**config.mk**
```make
export PLATFORM = sky130hd
export DESIGN_NAME = aomc_core
export DESIGN_NICKNAME = d
export VERILOG_FILES = /design/src/aomc_pkg.sv /design/src/aomc_core.sv
export SDC_FILE = /design/constraint.sdc
export NUM_CORES = 1
export LEC_CHECK = 0
export BUFFER_PORTS_ARGS = -buffer_cell sky130_fd_sc_hd__buf_2
export CAP_MARGIN = 40
export CORE_MARGIN = 3
export CORE_UTILIZATION = 45
export CTS_CLUSTER_DIAMETER = 50
export DETAILED_ROUTE_END_ITERATION = 10
export GPL_ROUTABILITY_DRIVEN = 0
export HOLD_SLACK_MARGIN = 0.03
export PLACE_DENSITY = 0.74
export SYNTH_ARGS = -nofsm -noshare
export SYNTH_HDL_FRONTEND = slang
export SYNTH_SLANG_ARGS = --single-unit
```
**constraint.sdc**
```tcl
create_clock -name clk_i -period 1.8 [get_ports clk_i]
set_clock_uncertainty 0.2 [all_clocks]
set_input_delay 0.09 -clock clk_i [delete_from_list [all_inputs] [get_ports clk_i]]
set_output_delay 0.09 -clock clk_i [all_outputs]
set_load 0.05 [all_outputs]
```
**src/aomc_pkg.sv**
```systemverilog
// package: constants, register map and carrier types of the converter output mode control
`default_nettype none

package aomc_pkg;
	// ----------------------------------------------------------------
	// sizes and timing
	// ----------------------------------------------------------------
	localparam int unsigned AOMC_DATA_W = 12;
	localparam int unsigned AOMC_PIPE_DEPTH = 7;
	localparam int unsigned AOMC_CLK_MHZ = 100;
	localparam int unsigned AOMC_RELOCK_CYCLES = 100;
	localparam logic [6:0] AOMC_RELOCK_CNT = 7'(AOMC_RELOCK_CYCLES);

	// ----------------------------------------------------------------
	// register offsets (byte addresses)
	// ----------------------------------------------------------------
	localparam logic [3:0] AOMC_CTRL_OFF = 4'h0;
	localparam logic [3:0] AOMC_STAT_OFF = 4'h4;
	localparam logic [3:0] AOMC_DATA_OFF = 4'h8;

	// ----------------------------------------------------------------
	// field positions
	// ----------------------------------------------------------------
	localparam int unsigned AOMC_CTRL_POWER_DOWN_INPUT_BIT = 0;
	localparam int unsigned AOMC_STAT_TWOS_BIT = 0;
	localparam int unsigned AOMC_STAT_DCS_BIT = 1;
	localparam int unsigned AOMC_STAT_REF_LSB = 2;
	localparam int unsigned AOMC_STAT_LOCK_BIT = 4;
	localparam int unsigned AOMC_STAT_PD_BIT = 5;
	localparam logic AOMC_CTRL_POWER_DOWN_INPUT_RST = 1'b0;

	// strap levels as seen by the comparators
	typedef enum logic [1:0] {
		AOMC_LVL_GND = 2'h0,
		AOMC_LVL_THIRD = 2'h1,
		AOMC_LVL_TWO_THIRDS = 2'h2,
		AOMC_LVL_SUPPLY = 2'h3
	} aomc_level_type;

	// reference states
	typedef enum logic [1:0] {
		AOMC_REF_1V0 = 2'h0,
		AOMC_REF_PROG = 2'h1,
		AOMC_REF_0V5 = 2'h2,
		AOMC_REF_EXT = 2'h3
	} aomc_ref_type;

	typedef struct packed {
		logic twos_complement;
		logic duty_cycle_stabilizer;
	} aomc_mode_type;

	typedef struct packed {
		logic cyc;
		logic stb;
		logic we;
		logic [3:0] adr;
		logic [3:0] sel;
		logic [31:0] dat;
	} aomc_wb_req_type;
endpackage : aomc_pkg

`default_nettype wire

```
**src/aomc_core.sv**
```systemverilog
// top module: sample pipeline, strap decode, standby and wishbone registers
//
// The placing of the registers and the Wishbone slave port were chosen for this implementation.
`default_nettype none

module aomc_core (
	input wire logic clk_i,
	input wire logic rst_i,
	input wire logic [11:0] sample_i,
	input wire aomc_pkg::aomc_level_type mode_level_i,
	input wire aomc_pkg::aomc_level_type ref_level_i,
	input wire logic power_down_input_i,
	input wire aomc_pkg::aomc_wb_req_type wb_req_i,
	output logic [11:0] data_o,
	output logic [11:0] data_oe_o,
	output logic [1:0] ref_state_o,
	output logic wb_ack_o,
	output logic [31:0] wb_dat_o
);
	typedef struct packed {
		logic [aomc_pkg::AOMC_PIPE_DEPTH-1:0][11:0] pipe;
		logic [11:0] dout;
		logic [11:0] oe;
		aomc_pkg::aomc_mode_type mode;
		aomc_pkg::aomc_ref_type refs;
		logic ctrl_pd;
		logic [6:0] lock_cnt;
		logic [1:0] last_period;
		logic ack;
		logic [31:0] rdat;
		logic [3:0] fill;
	} aomc_state_type;

	aomc_state_type st_r;
	aomc_state_type st_nxt;
	logic standby;
	logic bus_go;

	// ----------------------------------------------------------------
	// helpers
	// ----------------------------------------------------------------
	// msb flip maps offset binary onto twos complement
	function automatic logic [11:0] aomc_format(input logic [11:0] v, input logic twos);
		aomc_format = twos ? {~v[11], v[10:0]} : v;
	endfunction : aomc_format

	function automatic aomc_pkg::aomc_mode_type aomc_decode_mode(input aomc_pkg::aomc_level_type l);
		aomc_pkg::aomc_mode_type m;
		case (l)
			aomc_pkg::AOMC_LVL_SUPPLY: m = '{twos_complement: 1'b1, duty_cycle_stabilizer: 1'b0};
			aomc_pkg::AOMC_LVL_TWO_THIRDS: m = '{twos_complement: 1'b1, duty_cycle_stabilizer: 1'b1};
			aomc_pkg::AOMC_LVL_THIRD: m = '{twos_complement: 1'b0, duty_cycle_stabilizer: 1'b1};
			default: m = '{twos_complement: 1'b0, duty_cycle_stabilizer: 1'b0};
		endcase
		aomc_decode_mode = m;
	endfunction : aomc_decode_mode

	function automatic aomc_pkg::aomc_ref_type aomc_decode_ref(input aomc_pkg::aomc_level_type l);
		aomc_pkg::aomc_ref_type r;
		case (l)
			aomc_pkg::AOMC_LVL_SUPPLY: r = aomc_pkg::AOMC_REF_EXT;
			aomc_pkg::AOMC_LVL_TWO_THIRDS: r = aomc_pkg::AOMC_REF_0V5;
			aomc_pkg::AOMC_LVL_THIRD: r = aomc_pkg::AOMC_REF_PROG;
			default: r = aomc_pkg::AOMC_REF_1V0;
		endcase
		aomc_decode_ref = r;
	endfunction : aomc_decode_ref

	assign standby = power_down_input_i | st_r.ctrl_pd;
	assign bus_go = wb_req_i.cyc & wb_req_i.stb & ~st_r.ack;

	// ----------------------------------------------------------------
	// next state
	// ----------------------------------------------------------------
	// pipeline keeps shifting in standby so no stale word escapes on wake
	always_comb begin
		st_nxt = st_r;
		st_nxt.pipe = {st_r.pipe[aomc_pkg::AOMC_PIPE_DEPTH-2:0], sample_i};
		// last stage feeds the output flop, so a word leaves seven edges after entry
		st_nxt.dout = aomc_format(st_r.pipe[aomc_pkg::AOMC_PIPE_DEPTH-1],
			st_r.mode.twos_complement);
		// clean edges since reset, saturating; lets the latency check skip the fill
		if (st_r.fill != 4'h9) begin
			st_nxt.fill = st_r.fill + 4'h1;
		end
		st_nxt.oe = standby ? 12'h000 : 12'hfff;
		st_nxt.mode = aomc_decode_mode(mode_level_i);
		st_nxt.refs = aomc_decode_ref(ref_level_i);
		// relock count restarts when stabilizer is switched on
		if (st_nxt.mode.duty_cycle_stabilizer & ~st_r.mode.duty_cycle_stabilizer) begin
			st_nxt.lock_cnt = aomc_pkg::AOMC_RELOCK_CNT;
		end else if (st_r.lock_cnt != 7'h00) begin
			st_nxt.lock_cnt = st_r.lock_cnt - 7'h01;
		end
		st_nxt.ack = bus_go;
		st_nxt.rdat = 32'h0000_0000;
		if (bus_go) begin
			if (wb_req_i.we) begin
				if (wb_req_i.adr == aomc_pkg::AOMC_CTRL_OFF && wb_req_i.sel[0]) begin
					st_nxt.ctrl_pd = wb_req_i.dat[aomc_pkg::AOMC_CTRL_POWER_DOWN_INPUT_BIT];
				end
			end else begin
				case (wb_req_i.adr)
					aomc_pkg::AOMC_CTRL_OFF: st_nxt.rdat[aomc_pkg::AOMC_CTRL_POWER_DOWN_INPUT_BIT] = st_r.ctrl_pd;
					aomc_pkg::AOMC_STAT_OFF: begin
						st_nxt.rdat[aomc_pkg::AOMC_STAT_TWOS_BIT] = st_r.mode.twos_complement;
						st_nxt.rdat[aomc_pkg::AOMC_STAT_DCS_BIT] = st_r.mode.duty_cycle_stabilizer;
						st_nxt.rdat[aomc_pkg::AOMC_STAT_REF_LSB +: 2] = st_r.refs;
						st_nxt.rdat[aomc_pkg::AOMC_STAT_LOCK_BIT] = (st_r.lock_cnt == 7'h00);
						st_nxt.rdat[aomc_pkg::AOMC_STAT_PD_BIT] = standby;
					end
					aomc_pkg::AOMC_DATA_OFF: st_nxt.rdat[11:0] = st_r.dout;
					default: st_nxt.rdat = 32'h0000_0000; // unmapped reads zero
				endcase
			end
		end
	end

	// ----------------------------------------------------------------
	// state register
	// ----------------------------------------------------------------
	always_ff @(posedge clk_i) begin
		if (rst_i) begin
			st_r <= '0;
			st_r.ctrl_pd <= aomc_pkg::AOMC_CTRL_POWER_DOWN_INPUT_RST;
		end else begin
			st_r <= st_nxt;
		end
	end

	assign data_o = st_r.dout;
	assign data_oe_o = st_r.oe;
	assign ref_state_o = st_r.refs;
	assign wb_ack_o = st_r.ack;
	assign wb_dat_o = st_r.rdat;

	// ----------------------------------------------------------------
	// checks
	// ----------------------------------------------------------------
	// seen at an edge, the output word was launched one edge earlier, hence depth eight
	a_pipe_latency: assert property (@(posedge clk_i) disable iff (rst_i)
		st_r.fill >= 4'h8 && !$past(st_r.mode.twos_complement)
		|-> data_o == $past(sample_i, 8))
		else $error("output word not the sample of seven clocks before");
	a_twos_latency: assert property (@(posedge clk_i) disable iff (rst_i)
		st_r.fill >= 4'h8 && $past(st_r.mode.twos_complement)
		|-> data_o == {~$past(sample_i[11], 8), $past(sample_i[10:0], 8)})
		else $error("twos complement word not msb flipped sample");
	a_mode_supply: assert property (@(posedge clk_i) disable iff (rst_i)
		mode_level_i == aomc_pkg::AOMC_LVL_SUPPLY |=> st_r.mode == 2'b10)
		else $error("full supply strap must give twos complement, stabilizer off");
	a_mode_thirds: assert property (@(posedge clk_i) disable iff (rst_i)
		mode_level_i == aomc_pkg::AOMC_LVL_TWO_THIRDS |=> st_r.mode == 2'b11)
		else $error("two thirds strap must give twos complement, stabilizer on");
	a_mode_third: assert property (@(posedge clk_i) disable iff (rst_i)
		mode_level_i == aomc_pkg::AOMC_LVL_THIRD |=> st_r.mode == 2'b01)
		else $error("one third strap must give offset binary, stabilizer on");
	a_mode_ground: assert property (@(posedge clk_i) disable iff (rst_i)
		mode_level_i == aomc_pkg::AOMC_LVL_GND |=> st_r.mode == 2'b00)
		else $error("grounded strap must give offset binary, stabilizer off");
	a_ref_ext: assert property (@(posedge clk_i) disable iff (rst_i)
		ref_level_i == aomc_pkg::AOMC_LVL_SUPPLY |=> ref_state_o == aomc_pkg::AOMC_REF_EXT)
		else $error("full supply reference select must pick external");
	a_ref_fixed: assert property (@(posedge clk_i) disable iff (rst_i)
		ref_level_i == aomc_pkg::AOMC_LVL_GND |=> ref_state_o == aomc_pkg::AOMC_REF_1V0)
		else $error("grounded reference select must pick 1.0 V");
	a_standby_hiz: assert property (@(posedge clk_i) disable iff (rst_i)
		power_down_input_i |=> data_oe_o == 12'h000)
		else $error("outputs must float during standby");
	// software standby must float the bus exactly as the pin does
	a_soft_standby: assert property (@(posedge clk_i) disable iff (rst_i)
		st_r.ctrl_pd |=> data_oe_o == 12'h000)
		else $error("outputs must float during software standby");
	a_ctrl_write: assert property (@(posedge clk_i) disable iff (rst_i)
		bus_go && wb_req_i.we && wb_req_i.adr == aomc_pkg::AOMC_CTRL_OFF && wb_req_i.sel[0]
		|=> st_r.ctrl_pd == $past(wb_req_i.dat[aomc_pkg::AOMC_CTRL_POWER_DOWN_INPUT_BIT]))
		else $error("control write did not land");
	a_ref_half: assert property (@(posedge clk_i) disable iff (rst_i)
		ref_level_i == aomc_pkg::AOMC_LVL_TWO_THIRDS |=> ref_state_o == aomc_pkg::AOMC_REF_0V5)
		else $error("reference tied to its output must pick 0.5 V");
	a_ref_prog: assert property (@(posedge clk_i) disable iff (rst_i)
		ref_level_i == aomc_pkg::AOMC_LVL_THIRD |=> ref_state_o == aomc_pkg::AOMC_REF_PROG)
		else $error("divider reference select must pick programmable");
	a_wake_drive: assert property (@(posedge clk_i) disable iff (rst_i)
		!power_down_input_i && !st_r.ctrl_pd |=> data_oe_o == 12'hfff)
		else $error("outputs must drive in normal operation");
	a_relock_wait: assert property (@(posedge clk_i) disable iff (rst_i)
		$rose(st_r.mode.duty_cycle_stabilizer) |-> st_r.lock_cnt == aomc_pkg::AOMC_RELOCK_CNT)
		else $error("relock count not restarted");
	// count must fall by one each clock while nonzero, unless restarted
	a_relock_tick: assert property (@(posedge clk_i) disable iff (rst_i)
		st_r.lock_cnt != 7'h00 ##1 !$rose(st_r.mode.duty_cycle_stabilizer)
		|-> st_r.lock_cnt == $past(st_r.lock_cnt) - 7'h01)
		else $error("relock count not counting down");
	// bus answers a taken request on the very next edge
	a_ack_answer: assert property (@(posedge clk_i) disable iff (rst_i)
		bus_go |=> wb_ack_o)
		else $error("request not acknowledged in one cycle");
	// read data is only valid alongside ack, zero otherwise
	a_rdat_idle: assert property (@(posedge clk_i) disable iff (rst_i)
		!wb_ack_o |-> wb_dat_o == 32'h0000_0000)
		else $error("read data not zero outside ack");
	a_ack_once: assert property (@(posedge clk_i) disable iff (rst_i)
		wb_ack_o |=> !wb_ack_o)
		else $error("ack held for two cycles");
endmodule : aomc_core

`default_nettype wire

```
==> impl_metrics.csv, run 1 <==
group,metric,value,unit
logic_synthesis,postSynthAreaPerCell,11.0,um2
setup_path,path_cells,"dlygate4sd3_1 > buf_4 > buf_16 > nor2b_1 > dlygate4sd3_1",
global_route,grt_use_total,12.6,%
global_route,grt_pass1_wl,9.63,mm
timing,fmax,577,MHz
route,vias,2421,
setup_path,cp.depth,5,
route,post-route-drc-count,0,
clock_tree,cts_root_buffer,"clkbuf_8",
placed_design,portBuffers,66,
timing,period_minus_slack,1730,ps
logic_synthesis,synth_cell_types,32,
die,ios,121,
die,rows,33,
timing,timing_hold_violations_final,0,
hold_path,hold_class,"reg2reg",
clock_tree,htreeDepth,4,
global_route,grt_remaining_overflow,0,
setup_path,cp_max_fo,94,
power_and_ir_drop,power,7140,uW
clock_tree,clockBufferDepth,2,
placed_design,dp_hpwl,3.30,mm
setup_path,slowest_stage,"dlygate4sd3_1",
route,wl_per_cell,10.9,um
final_layout,antenna_cells,0,
setup_path,rr_startpoint,"st_r[40]$_SDFFE_PP0P_",
final_layout,synthToLayoutAreaGrowth,29.6,%
logic_synthesis,synth_seq_area_share,60.5,%
power_and_ir_drop,p_int,5590,uW
route,vias_per_cell,4.27,
setup_path,critPathTopFamily,"buffers and inverters",
global_route,grt_max_degree,95,
setup_path,start_kind,"input pin",
timing,rsz0062_at_grt,"false",
die,coreArea,0.00846,mm2
die,die_h,101,um
timing,setup_tns,0,ps
clock_tree,cts.clk_slew.worst_paths,60,ps
timing,hold_ws,223,ps
setup_path,r2r_end,"st_r[44]$_SDFFE_PP0P_",
final_layout,drive_above_1_share,22.9,%
timing,setup_violations,0,
die,start_util,47.7,%
clock_tree,cts_tree,"yes",
power_and_ir_drop,seqPwrFrac,40.1,%
route,drtIter0Drc,53,
setup_path,r2r_setup_slack,70,ps
clock_tree,cts.sinks,122,
run,cap_viol_max_count,0,
die,die_area,0.0101,mm2
route,first_pass_iters,4,
clock_tree,cts_made_buffers,17,
global_route,grt_pass1_vias,2259,
setup_path,path_common_cell,"dlygate4sd3_1",
setup_path,startpoint,"rst_i",
power_and_ir_drop,p_per_area,1360,mW/mm2
setup_path,max_stage_delay,560,ps
route,drt-total-wl,6.17,mm
setup_path,crit_buf_inv,4,
final_layout,fin_nets,514,
setup_path,cp-endpoint,"st_nxt[97]$_SDFF_PP0_",
power_and_ir_drop,p_leak,0.00229,uW
power_and_ir_drop,switchingPower,1550,uW
setup_path,endpoint_kind,"flip-flop",
setup_path,path_class,"in2reg",
timing,slew_violations,0,
power_and_ir_drop,sw_frac_of_total,21.7,%
clock_tree,clock_latency,500,ps
power_and_ir_drop,ir_drop,0.896,mV
setup_path,cp.required,1980,ps
die,die-width,101,um
status,status,"complete, no violations",
logic_synthesis,ys_ff_latch,122,
final_layout,final_core_util,61.8,%
power_and_ir_drop,comb_power_share,9.3,%
timing,finalCritPeriodShare,96.3,%
timing,layout_setup_ws,66.0,ps
route,ant_nets,0,
power_and_ir_drop,pwr-share-clk,50.6,%
setup_path,reg2regPathDepth,5,
logic_synthesis,ys_warn_count,0,
placed_design,pre_cts_slack,30.0,ps
setup_path,arrival,1910,ps
logic_synthesis,syn-cell-area,0.00404,mm2
logic_synthesis,postSynthCellCount,368,
global_route,antenna_found_initial,0,
-- final cells by class --
class | instances | area, um2
fill | 631 | 3230
sequential | 122 | 2440
multi-input combinational | 188 | 1150
timing repair buffer | 116 | 843
clock buffer | 19 | 422
clock inverter | 13 | 224
tap | 105 | 131
inverter | 4 | 15.0
-- state kept, by name (all words and copies together), names as in the netlist --
| name | count |
|---|---|
| ref_state_o | 2 |
| wb_ack_o | 1 |
| wb_dat_o | 12 |
| data_o | 12 |
| data_oe_o | 1 |
| st_nxt | 72 |
| st_r | 22 |
-- metrics by stage --
step | instance area, um2 | cells
6_report | 5230 | 567
5_1_grt | 5230 | 567
4_1_cts | 5220 | 567
3_5_place_dp | 4120 | 489
3_3_place_gp | 4120 | 489
2_1_floorplan | 4110 | 387
-- how the worst min path moves through the flow --
stage	slack, ps	endpoint	cells past startpoint	startpoint
after global placement	80	data_oe_o[10]$_SDFF_PP0_	2	power_down_input_i
after detailed placement	70	data_oe_o[10]$_SDFF_PP0_	2	power_down_input_i
after global routing	230	data_o[1]$_SDFF_PP0_	1	st_r[148]$_SDFF_PP0_
final	220	data_o[1]$_SDFF_PP0_	1	st_r[148]$_SDFF_PP0_
after CTS	230	data_o[1]$_SDFF_PP0_	1	st_r[148]$_SDFF_PP0_
after floorplan	-30	data_oe_o[10]$_SDFF_PP0_	1	power_down_input_i
-- power by group through the flow --
stage                     logic (uW)  registers [uW]  clock network (uW)
final                            664            2860                3610
after global routing             721            2880                3790
after CTS                        653            2860                3670
after detailed placement         574            2910                   0
after global placement           550            2900                   0
after floorplan                  523            2890                   0
-- routing by layer --
| layer | vias to the layer above | global-route usage, % | share of wire (%) |
|---|---|---|---|
| met3 | 10 | 5.81 | 7.6 |
| li1 | 1248 | - | - |
| met5 | - | 0 | 0 |
| met4 | 0 | 7.15 | 1.6 |
| met1 | 1071 | 12.0 | 40 |
| met2 | 92 | 22.0 | 51 |
-- cells in the final DEF, fill, tap and decap left out, drive strengths merged --
| cell type | Yosys | layout |
|---|---|---|
| and4bb | 1 | 1 |
| clkinvlp | 0 | 2 |
| or4 | 1 | 1 |
| conb | 1 | 20 |
| clkbuf | 14 | 19 |
| nand2 | 3 | 3 |
| xnor2 | 3 | 3 |
| or2b | 1 | 1 |
| nand2b | 3 | 3 |
| nor2b | 100 | 100 |
| a22oi | 3 | 3 |
| ha | 3 | 3 |
| a31oi | 2 | 2 |
| and2 | 6 | 6 |
| nor4 | 4 | 4 |
| buf | 59 | 70 |
| mux2i | 2 | 2 |
| or4b | 2 | 2 |
| nor2 | 11 | 11 |
| dfxtp | 122 | 122 |
| o311ai | 1 | 1 |
| inv | 4 | 4 |
| bufinv | 0 | 6 |
| nand3b | 1 | 1 |
| nand4bb | 1 | 1 |
| nor3b | 1 | 1 |
| or3 | 1 | 1 |
| clkinv | 0 | 5 |
| o31ai | 3 | 3 |
| or2 | 3 | 3 |
| a21oi | 4 | 4 |
| nor4b | 2 | 2 |
| o21ai | 2 | 2 |
| nor3 | 4 | 4 |
| dlygate4sd3 | 0 | 46 |
-- cell families (layout without fill, tap and decap cells) --
family / count (synthesis) / after routing / share of synthesized area (%)
AO/OA/AOI/OAI: 15 / 15 / 2.39
multiplexers: 2 / 2 / 0.496
AND/OR/NAND/NOR: 145 / 145 / 22.2
adder cells (fa/ha/maj): 3 / 3 / 0.930
buffers and inverters: 77 / 152 / 12.7
flip-flops: 122 / 122 / 60.5
other: 1 / 20 / 0.0929
XOR/XNOR: 3 / 3 / 0.651
-- synthesized netlist by cell type --
library cell | n | share of area [%]
nor4_1 | 4 | 0.62
nand2_1 | 3 | 0.28
nand2b_1 | 3 | 0.47
a31oi_1 | 2 | 0.31
inv_1 | 4 | 0.37
or3_1 | 1 | 0.16
or4b_1 | 2 | 0.50
nor4b_1 | 2 | 0.43
buf_4 | 58 | 11
or2b_1 | 1 | 0.19
conb_1 | 1 | 0.093
o311ai_0 | 1 | 0.22
clkbuf_1 | 14 | 1.3
or2_2 | 3 | 0.47
nand3b_1 | 1 | 0.19
dfxtp_1 | 122 | 61
nor3_1 | 4 | 0.50
mux2i_1 | 2 | 0.50
ha_1 | 3 | 0.93
nor3b_1 | 1 | 0.19
and2_1 | 6 | 0.93
nor2_1 | 11 | 1.0
a21oi_1 | 4 | 0.50
o21ai_0 | 2 | 0.25
xnor2_1 | 3 | 0.65
nand4bb_1 | 1 | 0.28
buf_6 | 1 | 0.28
and4bb_2 | 1 | 0.31
o31ai_1 | 3 | 0.56
or4_1 | 1 | 0.19
a22oi_1 | 3 | 0.56
nor2b_1 | 100 | 15
-- timing repair --
item,4_1_cts,5_1_grt
hold buffers,46,0
gates resized for setup,0,3
hold endpoints to repair,122,0
setup buffers,0,0
endpoints found under the setup margin,0,5
(Power assumes the default switching activity.)
==> run 2, diff against run 1 <==
--- a/config.mk
+++ b/config.mk
@@ -7,13 +7,14 @@
 export LEC_CHECK = 0
 export BUFFER_PORTS_ARGS = -buffer_cell sky130_fd_sc_hd__buf_2
 export CAP_MARGIN = 40
-export CORE_MARGIN = 3
-export CORE_UTILIZATION = 45
+export CORE_UTILIZATION = 48
+export CTS_BUF_LIST = sky130_fd_sc_hd__clkbuf_2
 export CTS_CLUSTER_DIAMETER = 50
 export DETAILED_ROUTE_END_ITERATION = 10
 export GPL_ROUTABILITY_DRIVEN = 0
 export HOLD_SLACK_MARGIN = 0.03
-export PLACE_DENSITY = 0.74
+export PLACE_DENSITY = 0.78
+export SETUP_SLACK_MARGIN = 0.5
 export SYNTH_ARGS = -nofsm -noshare
 export SYNTH_HDL_FRONTEND = slang
 export SYNTH_SLANG_ARGS = --single-unit
==> impl_metrics.csv, run 2 (synthesis gave the netlist of run 1 again) <==
group,metric,value,unit
power_and_ir_drop,comb_power_share,19.3,%
die,start_util,49.4,%
final_layout,final_cell_mix,"100 x nor2b_1, 89 x dfxtp_1, 44 x dlygate4sd3_1",
final_layout,mostFrequentLayoutCell,"nor2b_1",
final_layout,fin_nets,530,
setup_path,cp.required,2180,ps
clock_tree,cts_made_buffers,17,
setup_path,crit_buf_inv,1,
global_route,grt_pass1_vias,2576,
die,die-width,93.7,um
timing,slew_headroom,61.8,%
power_and_ir_drop,switchingPower,1730,uW
placed_design,dp.cells,490,
power_and_ir_drop,p_int,4410,uW
timing,worst_slew_pin_slew,569,ps
route,vias_per_cell,4.59,
setup_path,path_cells,"inv_2 > ha_4 > nor2b_1 > or4b_4 > a31oi_1",
timing,rsz0062_at_grt,"true",
power_and_ir_drop,pwr-share-clk,34.0,%
setup_path,start_kind,"flip-flop",
power_and_ir_drop,ir_drop,0.659,mV
die,coreArea,0.00818,mm2
timing,finalCritPeriodShare,97.5,%
timing,slew_violations,0,
die,die_h,93.7,um
timing,period_minus_slack,1750,ps
setup_path,arrival,2130,ps
die,rows,33,
setup_path,critPathTopFamily,"simple AND/OR/NAND/NOR gates",
route,first_pass_iters,4,
clock_tree,cts.sinks,122,
power_and_ir_drop,seqPwrFrac,46.7,%
route,post-route-drc-count,0,
global_route,grt_use_total,18.5,%
final_layout,drive_above_1_share,37.4,%
final_layout,antenna_cells,0,
timing,timing_hold_violations_final,0,
placed_design,portBuffers,66,
final_layout,instances_no_fill,583,
timing,hold_ws,178,ps
placed_design,dp_hpwl,3.11,mm
hold_path,hold_class,"in2reg",
route,vias,2674,
setup_path,cp_max_fo,5,
timing,setup_tns,0,ps
setup_path,slowest_stage,"or4b_4",
status,status,"complete, no violations",
power_and_ir_drop,p_leak,0.00233,uW
setup_path,path_class,"reg2reg",
clock_tree,clockBufferDepth,2,
global_route,grt_pass1_wl,11.8,mm
setup_path,endpoint_kind,"flip-flop",
route,ant_nets,0,
global_route,grt_remaining_overflow,0,
global_route,grt_max_degree,92,
die,ios,121,
route,wl_per_cell,15.1,um
route,drtIter0Drc,82,
power_and_ir_drop,p_per_area,1110,mW/mm2
global_route,antenna_found_initial,0,
setup_path,max_stage_delay,550,ps
final_layout,largest_reg_flops,72,
final_layout,final_core_util,67.9,%
clock_tree,cts.clk_slew.worst_paths,210,ps
route,drt-total-wl,8.81,mm
final_layout,synthToLayoutAreaGrowth,37.4,%
clock_tree,cts_tree,"yes",
clock_tree,htreeDepth,4,
timing,fmax,570,MHz
run,cap_viol_max_count,0,
clock_tree,clock_latency,640,ps
power_and_ir_drop,sw_frac_of_total,28.1,%
die,die_area,0.00878,mm2
clock_tree,cts_root_buffer,"clkbuf_2",
timing,setup_violations,0,
## run 2: layer usage
layer / vias up / wire length [um] / track usage, %
met5: - / 0 / 0
met3: 40 / 763 / 7.77
met4: 0 / 490 / 11.5
met2: 158 / 4570 / 35.1
met1: 1191 / 2990 / 15.5
li1: 1285 / - / -
## run 2: tightest hold or removal path: cells and delay by family
kind            cells  cell delay (ps)
simple gates        1              180
compound gates      1               40
buf+inv             2              700
## run 2: path summary, 6_finish.rpt
kind	from	end	slack, ps	cells past startpoint
setup / recovery	st_r[40]$_SDFFE_PP0P_	st_r[44]$_SDFFE_PP0P_	50	5
hold / removal	wb_req_i[40]	wb_dat_o[0]$_SDFF_PP0_	180	4
hold reg to reg	st_r[156]$_SDFF_PP0_	data_o[9]$_SDFF_PP0_	200	1
setup reg to reg	st_r[40]$_SDFFE_PP0P_	st_r[44]$_SDFFE_PP0P_	50	5
## run 2: stage by stage
step / setup slack (ps) / area [um2] / power (uW)
CTS: 169 / 5410 / 5960
global placement: 119 / 4140 / 3460
finish: 45.4 / 5550 / 6140
global route: 20.3 / 5550 / 6380
detailed placement: 27.2 / 4140 / 3500
floorplan: 143 / 4130 / 3430
## run 2: layout make-up
class                   instances  area, um2
flip-flops and latches        122       2490
clock buffers                  18       90.1
fillers                       546       2630
inverters                       4       17.5
multi-input cells             188       1320
well taps                     105        131
repair buffers                132       1270
clock inverters                14        221
## run 2: what timing repair did
action                                 CTS  global route
endpoints found under the hold margin  122             0
pin swaps                               15             5
cloned                                   0             0
gates resized for setup                134            27
buffers inserted                        14             3
setup endpoints to repair               59            61
hold buffers                            44             0
## run 2: power by group through the flow
stage                     Sequential (uW)  Clock [uW]  Combinational [uW]
after floorplan                      2890           0                 533
after global placement               2900           0                 558
after detailed placement             2910           0                 586
after CTS                            2850        2110                1000
after global routing                 2880        2270                1230
final                                2870        2090                1180
==> run 3, diff against run 2 <==
--- a/config.mk
+++ b/config.mk
@@ -13,7 +13,8 @@
 export DETAILED_ROUTE_END_ITERATION = 10
 export GPL_ROUTABILITY_DRIVEN = 0
 export HOLD_SLACK_MARGIN = 0.03
-export PLACE_DENSITY = 0.78
+export MAX_ROUTING_LAYER = met4
+export PLACE_DENSITY_LB_ADDON = 0.12
 export SETUP_SLACK_MARGIN = 0.5
 export SYNTH_ARGS = -nofsm -noshare
 export SYNTH_HDL_FRONTEND = slang
==> impl_metrics.csv, run 3 (synthesis gave the netlist of run 1 again) <==
group,metric,value,unit
status,status,"complete, but fails checks",
status,violations,"negative hold slack",
hold_path,hold_class,"in2reg",
power_and_ir_drop,p_per_area,970,mW/mm2
clock_tree,clockBufferDepth,2,
die,start_util,49.4,%
power_and_ir_drop,p_leak,0.00224,uW
final_layout,fin_nets,528,
timing,period_minus_slack,1610,ps
clock_tree,cts_made_buffers,17,
timing,setup_violations,0,
clock_tree,cts.sinks,122,
die,coreArea,0.00818,mm2
route,vias_per_cell,4.25,
timing,rsz0062_at_grt,"true",
route,first_pass_iters,6,
global_route,grt_use_total,15.6,%
final_layout,regArea,0.00249,mm2
placed_design,dp_hpwl,3.05,mm
die,rows,33,
die,ios,121,
final_layout,multi_input_area,0.00125,mm2
setup_path,path_class,"reg2reg",
power_and_ir_drop,power,5150,uW
final_layout,mostFrequentLayoutCell,"nor2b_1",
die,die_h,93.7,um
timing,slew_headroom,52.7,%
clock_tree,cts_hold_buf,64,
setup_path,cp_max_fo,4,
global_route,grt_pass1_vias,2350,
setup_path,cp.required,2110,ps
hold_path,hp-start,"rst_i",
timing,timing_hold_violations_final,66,
setup_path,rr_startpoint,"st_r[41]$_SDFFE_PP0P_",
final_layout,synthToLayoutAreaGrowth,31.6,%
final_layout,largest_reg_flops,72,
setup_path,max_stage_delay,460,ps
die,die-width,93.7,um
clock_tree,clock_latency,580,ps
global_route,antenna_found_initial,0,
final_layout,antenna_cells,0,
setup_path,arrival,1920,ps
global_route,grt_max_degree,80,
route,vias,2454,
setup_path,endpoint_kind,"flip-flop",
run,cap_viol_max_count,0,
setup_path,path_cells,"or3_4 > or4b_1 > a31oi_1",
timing,hold_ws,-373,ps
timing,fmax,621,MHz
route,wl_per_cell,10.7,um
global_route,grt_pass1_wl,9.94,mm
setup_path,slowest_stage,"or4b_1",
clock_tree,cts.clk_slew.worst_paths,170,ps
final_layout,fillCellCount,634,
setup_path,startpoint,"st_r[41]$_SDFFE_PP0P_",
clock_tree,cts_root_buffer,"clkbuf_2",
route,drt-total-wl,6.17,mm
timing,slew_violations,0,
setup_path,start_kind,"flip-flop",
placed_design,portBuffers,66,
timing,worst_slew_pin_slew,709,ps
final_layout,final_cell_mix,"100 x nor2b_1, 90 x dfxtp_1, 44 x dlygate4sd3_1",
power_and_ir_drop,ir_drop,0.582,mV
route,drtIter0Drc,90,
route,post-route-drc-count,0,
route,ant_nets,0,
global_route,grt_remaining_overflow,0,
clock_tree,cts_tree,"yes",
setup_path,r2r_setup_slack,190,ps
timing,setup_tns,0,ps
die,die_area,0.00878,mm2
timing,finalCritPeriodShare,89.5,%
clock_tree,htreeDepth,4,
final_layout,drive_above_1_share,35.1,%
## run 3: cell types whose count changed in the layout (fill, tap and decap cells not counted), sizes merged
cell	before	now
bufinv	5	2
clkinv	5	8
clkinvlp	3	2
clkbuf	18	17
inv	5	4
buf	88	86
## run 3: through the flow
step,cells,setup slack [ps],utilization [%],hold WS [ps],instance area (um2)
global route,578,126,65.0,-468,5310
finish,578,189,65.0,-373,5310
global placement,491,100,50.6,76.7,4140
CTS,598,188,66.3,-432,5420
floorplan,387,143,-,-33.2,4130
detailed placement,491,58.8,50.6,78.5,4140
## run 3: worst paths after layout
kind | to | cells after the start
min | wb_dat_o[0]$_SDFF_PP0_ | 3
max reg2reg | st_r[44]$_SDFFE_PP0P_ | 3
min reg2reg | data_o[6]$_SDFF_PP0_ | 1
max | st_r[44]$_SDFFE_PP0P_ | 3
## run 3: worst max-delay path, delay by kind of cell (launching register included)
family,cells,cell delay [ps]
AND/OR/NAND/NOR,2,840
flip-flops,1,360
AO/OA/AOI/OAI,1,130
## run 3: power by group
part | total [uW] | leakage (uW) | internal (uW) | switching, uW
Clock | 1450 | 0.000121 | 583 | 868
Combinational | 855 | 0.00111 | 386 | 469
Sequential | 2850 | 0.00101 | 2790 | 54.1
## run 3: cell type report
| type | count | share of cell area (%) |
|---|---|---|
| clock inverter | 12 | 2.07 |
| timing repair buffer | 130 | 23.2 |
| inverter | 4 | 0.283 |
| tap | 105 | 2.47 |
| multi-input combinational | 188 | 23.5 |
| clock buffer | 17 | 1.60 |
| sequential | 122 | 46.9 |
## run 3: repair_timing
action                     4_1_cts  5_1_grt
resized for setup              124       24
pin swaps                        9        4
buffers inserted                14        0
setup endpoints to repair       58       79
hold endpoints to repair       122      112
## run 3: per-layer routing
layer  track usage, %  part of all wire [%]  vias up
met3             6.55                   5.7        9
met4             6.92                   1.4        0
met5                -                     0        -
li1                 -                     -     1269
met1             15.0                    42     1094
met2             27.1                    51       82
